File: src/hw/scc_defs.vh
// Register map, field positions and reset values of the seconds counter.
`ifndef SCC_DEFS_VH
`define SCC_DEFS_VH

// ----------------------------------------------------------------------
// Register offsets
// ----------------------------------------------------------------------
`define SCC_ADDR_W           8
`define SCC_OFF_PRESCALE     8'h00
`define SCC_OFF_ALARM        8'h04
`define SCC_OFF_COUNT        8'h08
`define SCC_OFF_FLAGS        8'h0C
`define SCC_OFF_IRQ_MASK     8'h10

// ----------------------------------------------------------------------
// Field positions
// ----------------------------------------------------------------------
`define SCC_PRE_LSB          0
`define SCC_PRE_MSB          15
`define SCC_BIT_ALM_IEN      16
`define SCC_BIT_INC_IEN      17
`define SCC_BIT_RESTART      18
`define SCC_BIT_ALARM_FLAG   0
`define SCC_BIT_INC_FLAG     1

// ----------------------------------------------------------------------
// Reset values and delays
// ----------------------------------------------------------------------
`define SCC_RST_PRESCALE     16'h8000
`define SCC_RST_ALARM        32'hFFFFFFFF
`define SCC_RST_IRQ_MASK     2'h3
`define SCC_SLOW_DELAY       2'h2

`endif

File: src/hw/scc_seconds_counter.v
// Seconds counter with prescaler, alarm compare and interrupt.
//
// Decided for this implementation: the plain strobed port.
`timescale 1ns/1ns
`default_nettype none
`include "scc_defs.vh"

// ----------------------------------------------------------------------
// Operation
// ----------------------------------------------------------------------
// Operation
// Count increments once per prescaler period
// Period equals prescale value, zero means 65536
// Count wraps to zero after maximum
// Prescale 0x8000 gives one second
// Software should program prescale three or more
// Increment flag set each increment, kept
// Alarm flag set when count matches
// Compared value is alarm value plus one
// Alarm register resets to all ones
// Reading flags clears both flags
// Read clear acts two slow cycles later
// Interrupt from enabled alarm or increment flag
// Handler disables interrupt until flags clear
// Restart reloads prescaler and zeroes count
// Restart acts two slow cycles later
// Software reads count until two agree
// Flags: alarm bit zero, increment bit one
// Slow domain events synchronized before observation
module scc_seconds_counter (
    input  wire        SYS_CLK,   // System clock, 250 MHz
    input  wire        RESET,     // Asynchronous reset, active high
    input  wire        CLK_EN,    // Clock enable, freezes all state
    input  wire        SLOW_CLK,  // Slow clock pin, sampled
    input  wire [7:0]  ADDR,      // Register byte address
    input  wire [31:0] WR_DATA,   // Write data
    input  wire        WR_EN,     // Write strobe
    input  wire        RD_EN,     // Read strobe
    output reg  [31:0] RD_DATA,   // Read data, cycle after strobe
    output reg         IRQ        // Interrupt, level, active high
);

    // ------------------------------------------------------------------
    // Slow clock sampling
    // ------------------------------------------------------------------
    reg  [2:0]  slow_sync_q;
    wire        slow_tick;

    // sync slow clock
    always @(posedge SYS_CLK or posedge RESET) begin
        if (RESET) begin
            slow_sync_q <= 3'h0;
        end else if (CLK_EN) begin
            slow_sync_q <= {slow_sync_q[1:0], SLOW_CLK};
        end
    end

    // The edge detector reads only the second and third stages.
    assign slow_tick = slow_sync_q[1] & ~slow_sync_q[2];

    // ------------------------------------------------------------------
    // Registers
    // ------------------------------------------------------------------
    reg  [15:0] pre_val_q;
    reg         alm_ien_q;
    reg         inc_ien_q;
    reg  [31:0] alarm_q;
    reg  [1:0]  irq_mask_q;
    reg  [31:0] count_q;
    reg  [15:0] div_q;
    reg         alarm_flag_q;
    reg         inc_flag_q;
    reg  [1:0]  rst_stage_q;
    reg  [1:0]  clr_stage_q;

    wire        wr_pre   = WR_EN && (ADDR == `SCC_OFF_PRESCALE);
    wire        wr_alarm = WR_EN && (ADDR == `SCC_OFF_ALARM);
    wire        wr_mask  = WR_EN && (ADDR == `SCC_OFF_IRQ_MASK);
    wire        rd_flags = RD_EN && (ADDR == `SCC_OFF_FLAGS);
    wire        wr_flags = WR_EN && (ADDR == `SCC_OFF_FLAGS);
    wire        restart_req = wr_pre && WR_DATA[`SCC_BIT_RESTART];
    wire        clr_req  = rd_flags ||
                           (wr_flags && (WR_DATA[1:0] != 2'h0));

    always @(posedge SYS_CLK or posedge RESET) begin
        if (RESET) begin
            // one second default
            pre_val_q  <= `SCC_RST_PRESCALE;
            alm_ien_q  <= 1'b0;
            inc_ien_q  <= 1'b0;
            // alarm resets high
            alarm_q    <= `SCC_RST_ALARM;
            irq_mask_q <= `SCC_RST_IRQ_MASK;
        end else if (CLK_EN) begin
            if (wr_pre) begin
                pre_val_q <= WR_DATA[`SCC_PRE_MSB:`SCC_PRE_LSB];
                alm_ien_q <= WR_DATA[`SCC_BIT_ALM_IEN];
                inc_ien_q <= WR_DATA[`SCC_BIT_INC_IEN];
            end
            if (wr_alarm) begin
                alarm_q <= WR_DATA;
            end
            if (wr_mask) begin
                irq_mask_q <= WR_DATA[1:0];
            end
        end
    end

    // ------------------------------------------------------------------
    // Delayed restart and flag clear
    // ------------------------------------------------------------------
    // A request arms a stage counter; the action happens on the second
    // slow clock edge after it. A new request restarts the wait.
    wire        restart_now = slow_tick && (rst_stage_q == `SCC_SLOW_DELAY);
    wire        clear_now   = slow_tick && (clr_stage_q == `SCC_SLOW_DELAY);

    always @(posedge SYS_CLK or posedge RESET) begin
        if (RESET) begin
            rst_stage_q <= 2'h0;
            clr_stage_q <= 2'h0;
        end else if (CLK_EN) begin
            // restart delay
            if (restart_req) begin
                rst_stage_q <= 2'h1;
            end else if (restart_now) begin
                rst_stage_q <= 2'h0;
            end else if (slow_tick && (rst_stage_q != 2'h0)) begin
                rst_stage_q <= rst_stage_q + 2'h1;
            end
            // clear delay
            if (clr_req) begin
                clr_stage_q <= 2'h1;
            end else if (clear_now) begin
                clr_stage_q <= 2'h0;
            end else if (slow_tick && (clr_stage_q != 2'h0)) begin
                clr_stage_q <= clr_stage_q + 2'h1;
            end
        end
    end

    // ------------------------------------------------------------------
    // Prescaler and counter
    // ------------------------------------------------------------------
    // zero gives 65536
    wire [15:0] div_last  = pre_val_q - 16'h0001;
    wire        period_end = slow_tick && (div_q == div_last);
    // wraps naturally
    wire [31:0] count_inc = count_q + 32'h00000001;
    // compare plus one
    wire [31:0] alarm_cmp = alarm_q + 32'h00000001;

    always @(posedge SYS_CLK or posedge RESET) begin
        if (RESET) begin
            div_q   <= 16'h0000;
            count_q <= 32'h00000000;
        end else if (CLK_EN) begin
            // reload and zero
            if (restart_now) begin
                div_q   <= 16'h0000;
                count_q <= 32'h00000000;
            // count per period
            end else if (period_end) begin
                div_q   <= 16'h0000;
                count_q <= count_inc;
            end else if (slow_tick) begin
                div_q   <= div_q + 16'h0001;
            end
        end
    end

    // ------------------------------------------------------------------
    // Event flags
    // ------------------------------------------------------------------
    wire        inc_set = period_end && !restart_now;
    wire        alm_set = inc_set && (count_inc == alarm_cmp);

    always @(posedge SYS_CLK or posedge RESET) begin
        if (RESET) begin
            alarm_flag_q <= 1'b0;
            inc_flag_q   <= 1'b0;
        end else if (CLK_EN) begin
            // increment flag
            if (inc_set) begin
                inc_flag_q <= 1'b1;
            // read clears
            end else if (clear_now) begin
                inc_flag_q <= 1'b0;
            end
            // alarm match
            if (alm_set) begin
                alarm_flag_q <= 1'b1;
            end else if (clear_now) begin
                alarm_flag_q <= 1'b0;
            end
        end
    end

    // ------------------------------------------------------------------
    // Read data and interrupt
    // ------------------------------------------------------------------
    reg  [31:0] rd_mux;

    always @* begin
        rd_mux = 32'h00000000;
        case (ADDR)
            `SCC_OFF_PRESCALE: begin
                rd_mux[`SCC_PRE_MSB:`SCC_PRE_LSB] = pre_val_q;
                rd_mux[`SCC_BIT_ALM_IEN]          = alm_ien_q;
                rd_mux[`SCC_BIT_INC_IEN]          = inc_ien_q;
            end
            `SCC_OFF_ALARM: begin
                rd_mux = alarm_q;
            end
            `SCC_OFF_COUNT: begin
                rd_mux = count_q;
            end
            // flag layout
            `SCC_OFF_FLAGS: begin
                rd_mux[`SCC_BIT_ALARM_FLAG] = alarm_flag_q;
                rd_mux[`SCC_BIT_INC_FLAG]   = inc_flag_q;
            end
            `SCC_OFF_IRQ_MASK: begin
                rd_mux[1:0] = irq_mask_q;
            end
            default: begin
                rd_mux = 32'h00000000;
            end
        endcase
    end

    always @(posedge SYS_CLK or posedge RESET) begin
        if (RESET) begin
            RD_DATA <= 32'h00000000;
            IRQ     <= 1'b0;
        end else if (CLK_EN) begin
            RD_DATA <= RD_EN ? rd_mux : 32'h00000000;
            // interrupt terms
            IRQ <= (alarm_flag_q & alm_ien_q & irq_mask_q[0]) |
                   (inc_flag_q & inc_ien_q & irq_mask_q[1]);
        end
    end

endmodule
`default_nettype wire

File: config.mk
export PLATFORM = sky130hd
export DESIGN_NAME = scc_seconds_counter
export DESIGN_NICKNAME = d
export VERILOG_FILES = /design/src/hw/scc_seconds_counter.v
export VERILOG_INCLUDE_DIRS = /design/src /design/src/hw
export SDC_FILE = /design/constraint.sdc
export NUM_CORES = 1
export LEC_CHECK = 0
export BUFFER_PORTS_ARGS = -buffer_cell sky130_fd_sc_hd__buf_2
export CORE_AREA = 2 2 170 172
export CTS_BUF_LIST = sky130_fd_sc_hd__clkbuf_2
export DETAILED_ROUTE_END_ITERATION = 8
export DIE_AREA = 0 0 172 174
export SYNTH_ARGS = -nofsm -noshare
export SYNTH_HDL_FRONTEND = slang
export SYNTH_SLANG_ARGS = --single-unit
File: constraint.sdc
create_clock -name SYS_CLK -period 5.1 [get_ports SYS_CLK]
set_input_delay 1.02 -clock SYS_CLK [delete_from_list [all_inputs] [get_ports SYS_CLK]]
set_output_delay 1.02 -clock SYS_CLK [all_outputs]
set_load 0.1 [all_outputs]
==> flow_metrics.tcl <==
set metrics [dict create \
    status "finished, final reports clean" \
    grt_pass1_vias 6986 \
    first_pass_iters 5 \
    drtAntennaViolNets 0 \
    synth_most_common_cell "dfrtp_1" \
    via_count 7403 \
    cts_buffers 17 \
    yosysSeqAreaShare_pct 40.5 \
    dp_hpwl_mm 18.2 \
    avgRoutedWirePerCell_um 18.3 \
    hp-class "in2async" \
    synthSimpleGateAreaFrac_pct 17.8 \
    skew_ps 24.1 \
    coreArea_um2 28200 \
    drive_above_1_share_pct 23.4 \
    drc 0 \
    maxSlewHeadroom_pct 29.4 \
    timing.fmax_mhz 256 \
    p_per_area_nw_per_um2 220 \
    setup_tns_ps 0 \
    io_buffers 78 \
    grt_max_degree 68 \
    peakVddDrop_v 0.000102 \
    insertion_delay_ps 720 \
    hold_violations 0 \
    cts-resized-gates 0 \
    cap_violations 0 \
    io_pins 79 \
    end_kind "register" \
    fin_nets 1027 \
    cts_max_level 4 \
    rsz0062_at_grt "no" \
    netlist_area_um2 8870 \
    synth_edf_count 0 \
    syn_inst 928 \
    clock_path_buffers 2 \
    synth_compound_area_share_pct 14.7 \
    initial_core_util_pct 31.4 \
    overflow 0 \
    clkSinkCount 142 \
    synth-xor-area-share_pct 11.7 \
    async_reset_ff_share_pct 100 \
    maxSlewViolCount 0 \
    ys_types 73 \
    leakagePower_nw 4.11 \
    syn-num-nets 978 \
    synth_top_cell_by_area "dfrtp_1" \
    cts_root_buffer "clkbuf_2" \
    setup_viol 0 \
    gp_congestion 0.859 \
    synthMuxAreaShare_pct 9.42 \
    cts_tree "done" \
    period_share_pct 76.6 \
    netlist.area_leader.share_pct 30.2 \
    area_growth_pct 10.3 \
    path_class "reg2reg" \
    required_ps 5710 \
    cts_hold_buffers 0 \
    grt_usage_pct 17.3 \
    drtIter0Drc 547 \
    fin_util_pct 34.7 \
    drt-vias-per-instance 5.38 \
    synth-adder-area-share_pct 0.564 \
    synth_commonest_cells "dfrtp_1 (107), xnor2_1 (79), nor2_1 (61)" \
    rows 62 \
    synth.area.top_cells "dfrtp_1 (30%), dfstp_2 (10%), xnor2_1 (7.8%)" \
    cts_setup_buffers 0 \
    synth_warnings 0 \
    die_h_um 174 \
    synth_top_family_by_area "simple AND/OR/NAND/NOR gates" \
    antenna_found_initial 1 \
    wl_mm 25.2 \
    grt_pass1_wl_mm 40.4 \
    worst-path-max-fanout 28 \
    worstMarginPinSlew_ps 1030 \
    avgSynthCellArea_um2 9.56 \
    ys_ff_latch 142 \
    crit_arrival_ps 4520 \
    dieArea_um2 29900 \
    synth_ff_type "dfrtp_1" \
    cp-start-kind "register" \
    die_w_um 172 \
    clk_pin_slew_worst_paths_ps 220 \
    post-route-min-period_ps 3910 \
]
-- critical path, stage by stage (launching register included) --
cell and delay [ps]:
dfrtp_1 540, inv_1 100, ha_1 290, nor3b_1 880, xnor2_1 220, nand3_1 110, or4_1 400, nor2_1 110
nand4_1 200, or2_1 280, buf_4 250, o41ai_1 390
-- area by class of cell --
cell class,count,area [µm²]
tap,384,480
clock inverter,15,121
sequential,142,3600
antenna,2,5.00
clock buffer,17,85.1
inverter,44,170
timing repair buffer,93,515
fill,2964,18400
multi-input combinational,679,4810
-- cell usage in the layout, fill, tap and decap left out, types with 12 or more instances in the layout --
cell type / Yosys / layout
and3_1: 14 / 14
nor4_1: 12 / 12
a22oi_1: 16 / 16
nor3_1: 14 / 14
xor2_1: 27 / 27
a21oi_1: 33 / 33
mux2i_1: 19 / 19
inv_1: 44 / 43
dfstp_2: 35 / 35
nor2_1: 61 / 61
o22ai_1: 33 / 33
o21ai_1: 29 / 29
buf_4: 0 / 14
nand4_1: 29 / 29
mux2_2: 55 / 55
dfrtp_1: 107 / 107
clkbuf_2: 1 / 17
o31ai_1: 20 / 20
nand2_1: 59 / 59
buf_2: 16 / 78
nand3_1: 40 / 40
o21ai_0: 16 / 16
xnor2_1: 79 / 79
-- stage by stage --
step	area (µm²)	std cells	total power, mW	setup WS, ps	hold slack [ps]
final	9790	1376	2.15	1190	356
after global routing	9790	1376	2.27	933	327
after CTS	9780	1374	2.18	1220	322
after detailed placement	9580	1342	1.55	916	474
after global placement	9580	1342	1.54	911	466
after floorplan	8870	928	1.46	328	451
-- final timing paths --
path | start | cells past startpoint | end | slack, ps
worst max-delay path | pre_val_q[0]$_DFFE_PP0P_ | 11 | count_q[29]$_DFFE_PP0P_ | 1190
worst min-delay path | RESET | 2 | div_q[5]$_DFFE_PP0P_ | 360
worst max register to register | pre_val_q[0]$_DFFE_PP0P_ | 11 | count_q[29]$_DFFE_PP0P_ | 1190
worst min register to register | rst_stage_q[1]$_DFFE_PP0P_ | 1 | rst_stage_q[1]$_DFFE_PP0P_ | 500
max in group asynchronous | RESET | 3 | alarm_q[14]$_DFFE_PP1P_ | 3780
min in group SYS_CLK | rst_stage_q[1]$_DFFE_PP0P_ | 1 | rst_stage_q[1]$_DFFE_PP0P_ | 500
-- where the power goes --
part           switching (mW)  internal [mW]
logic                   0.170          0.127
registers              0.0615           1.17
clock network           0.451          0.173
total                   0.683           1.47
-- registers in the layout, summed over array words and instances (netlist names) --
signal,cells
alm_ien_q,1
alarm_q,32
div_q,16
rst_stage_q,2
inc_ien_q,1
clr_stage_q,2
IRQ,1
RD_DATA,32
inc_flag_q,1
alarm_flag_q,1
count_q,32
irq_mask_q,2
pre_val_q,16
slow_sync_q,3
-- kinds of logic (layout without fill, tap and decap cells) --
| group | count (synthesis) | after routing |
|---|---|---|
| AO/OA/AOI/OAI | 195 | 195 |
| XOR/XNOR | 111 | 111 |
| adder cells (fa/ha/maj) | 4 | 4 |
| buffers and inverters | 107 | 169 |
| flip-flops | 142 | 142 |
| multiplexers | 75 | 75 |
| other | 0 | 2 |
| AND/OR/NAND/NOR | 294 | 294 |
-- layer usage --
layer,part of all wire (%),GRT usage (%),vias to the layer above
li1,-,-,3474
met1,49,25.9,3639
met2,43,25.2,265
met3,6.7,3.67,25
met4,1.4,4.13,0
met5,0,0,-
Power figures use the tool's default switching activity.
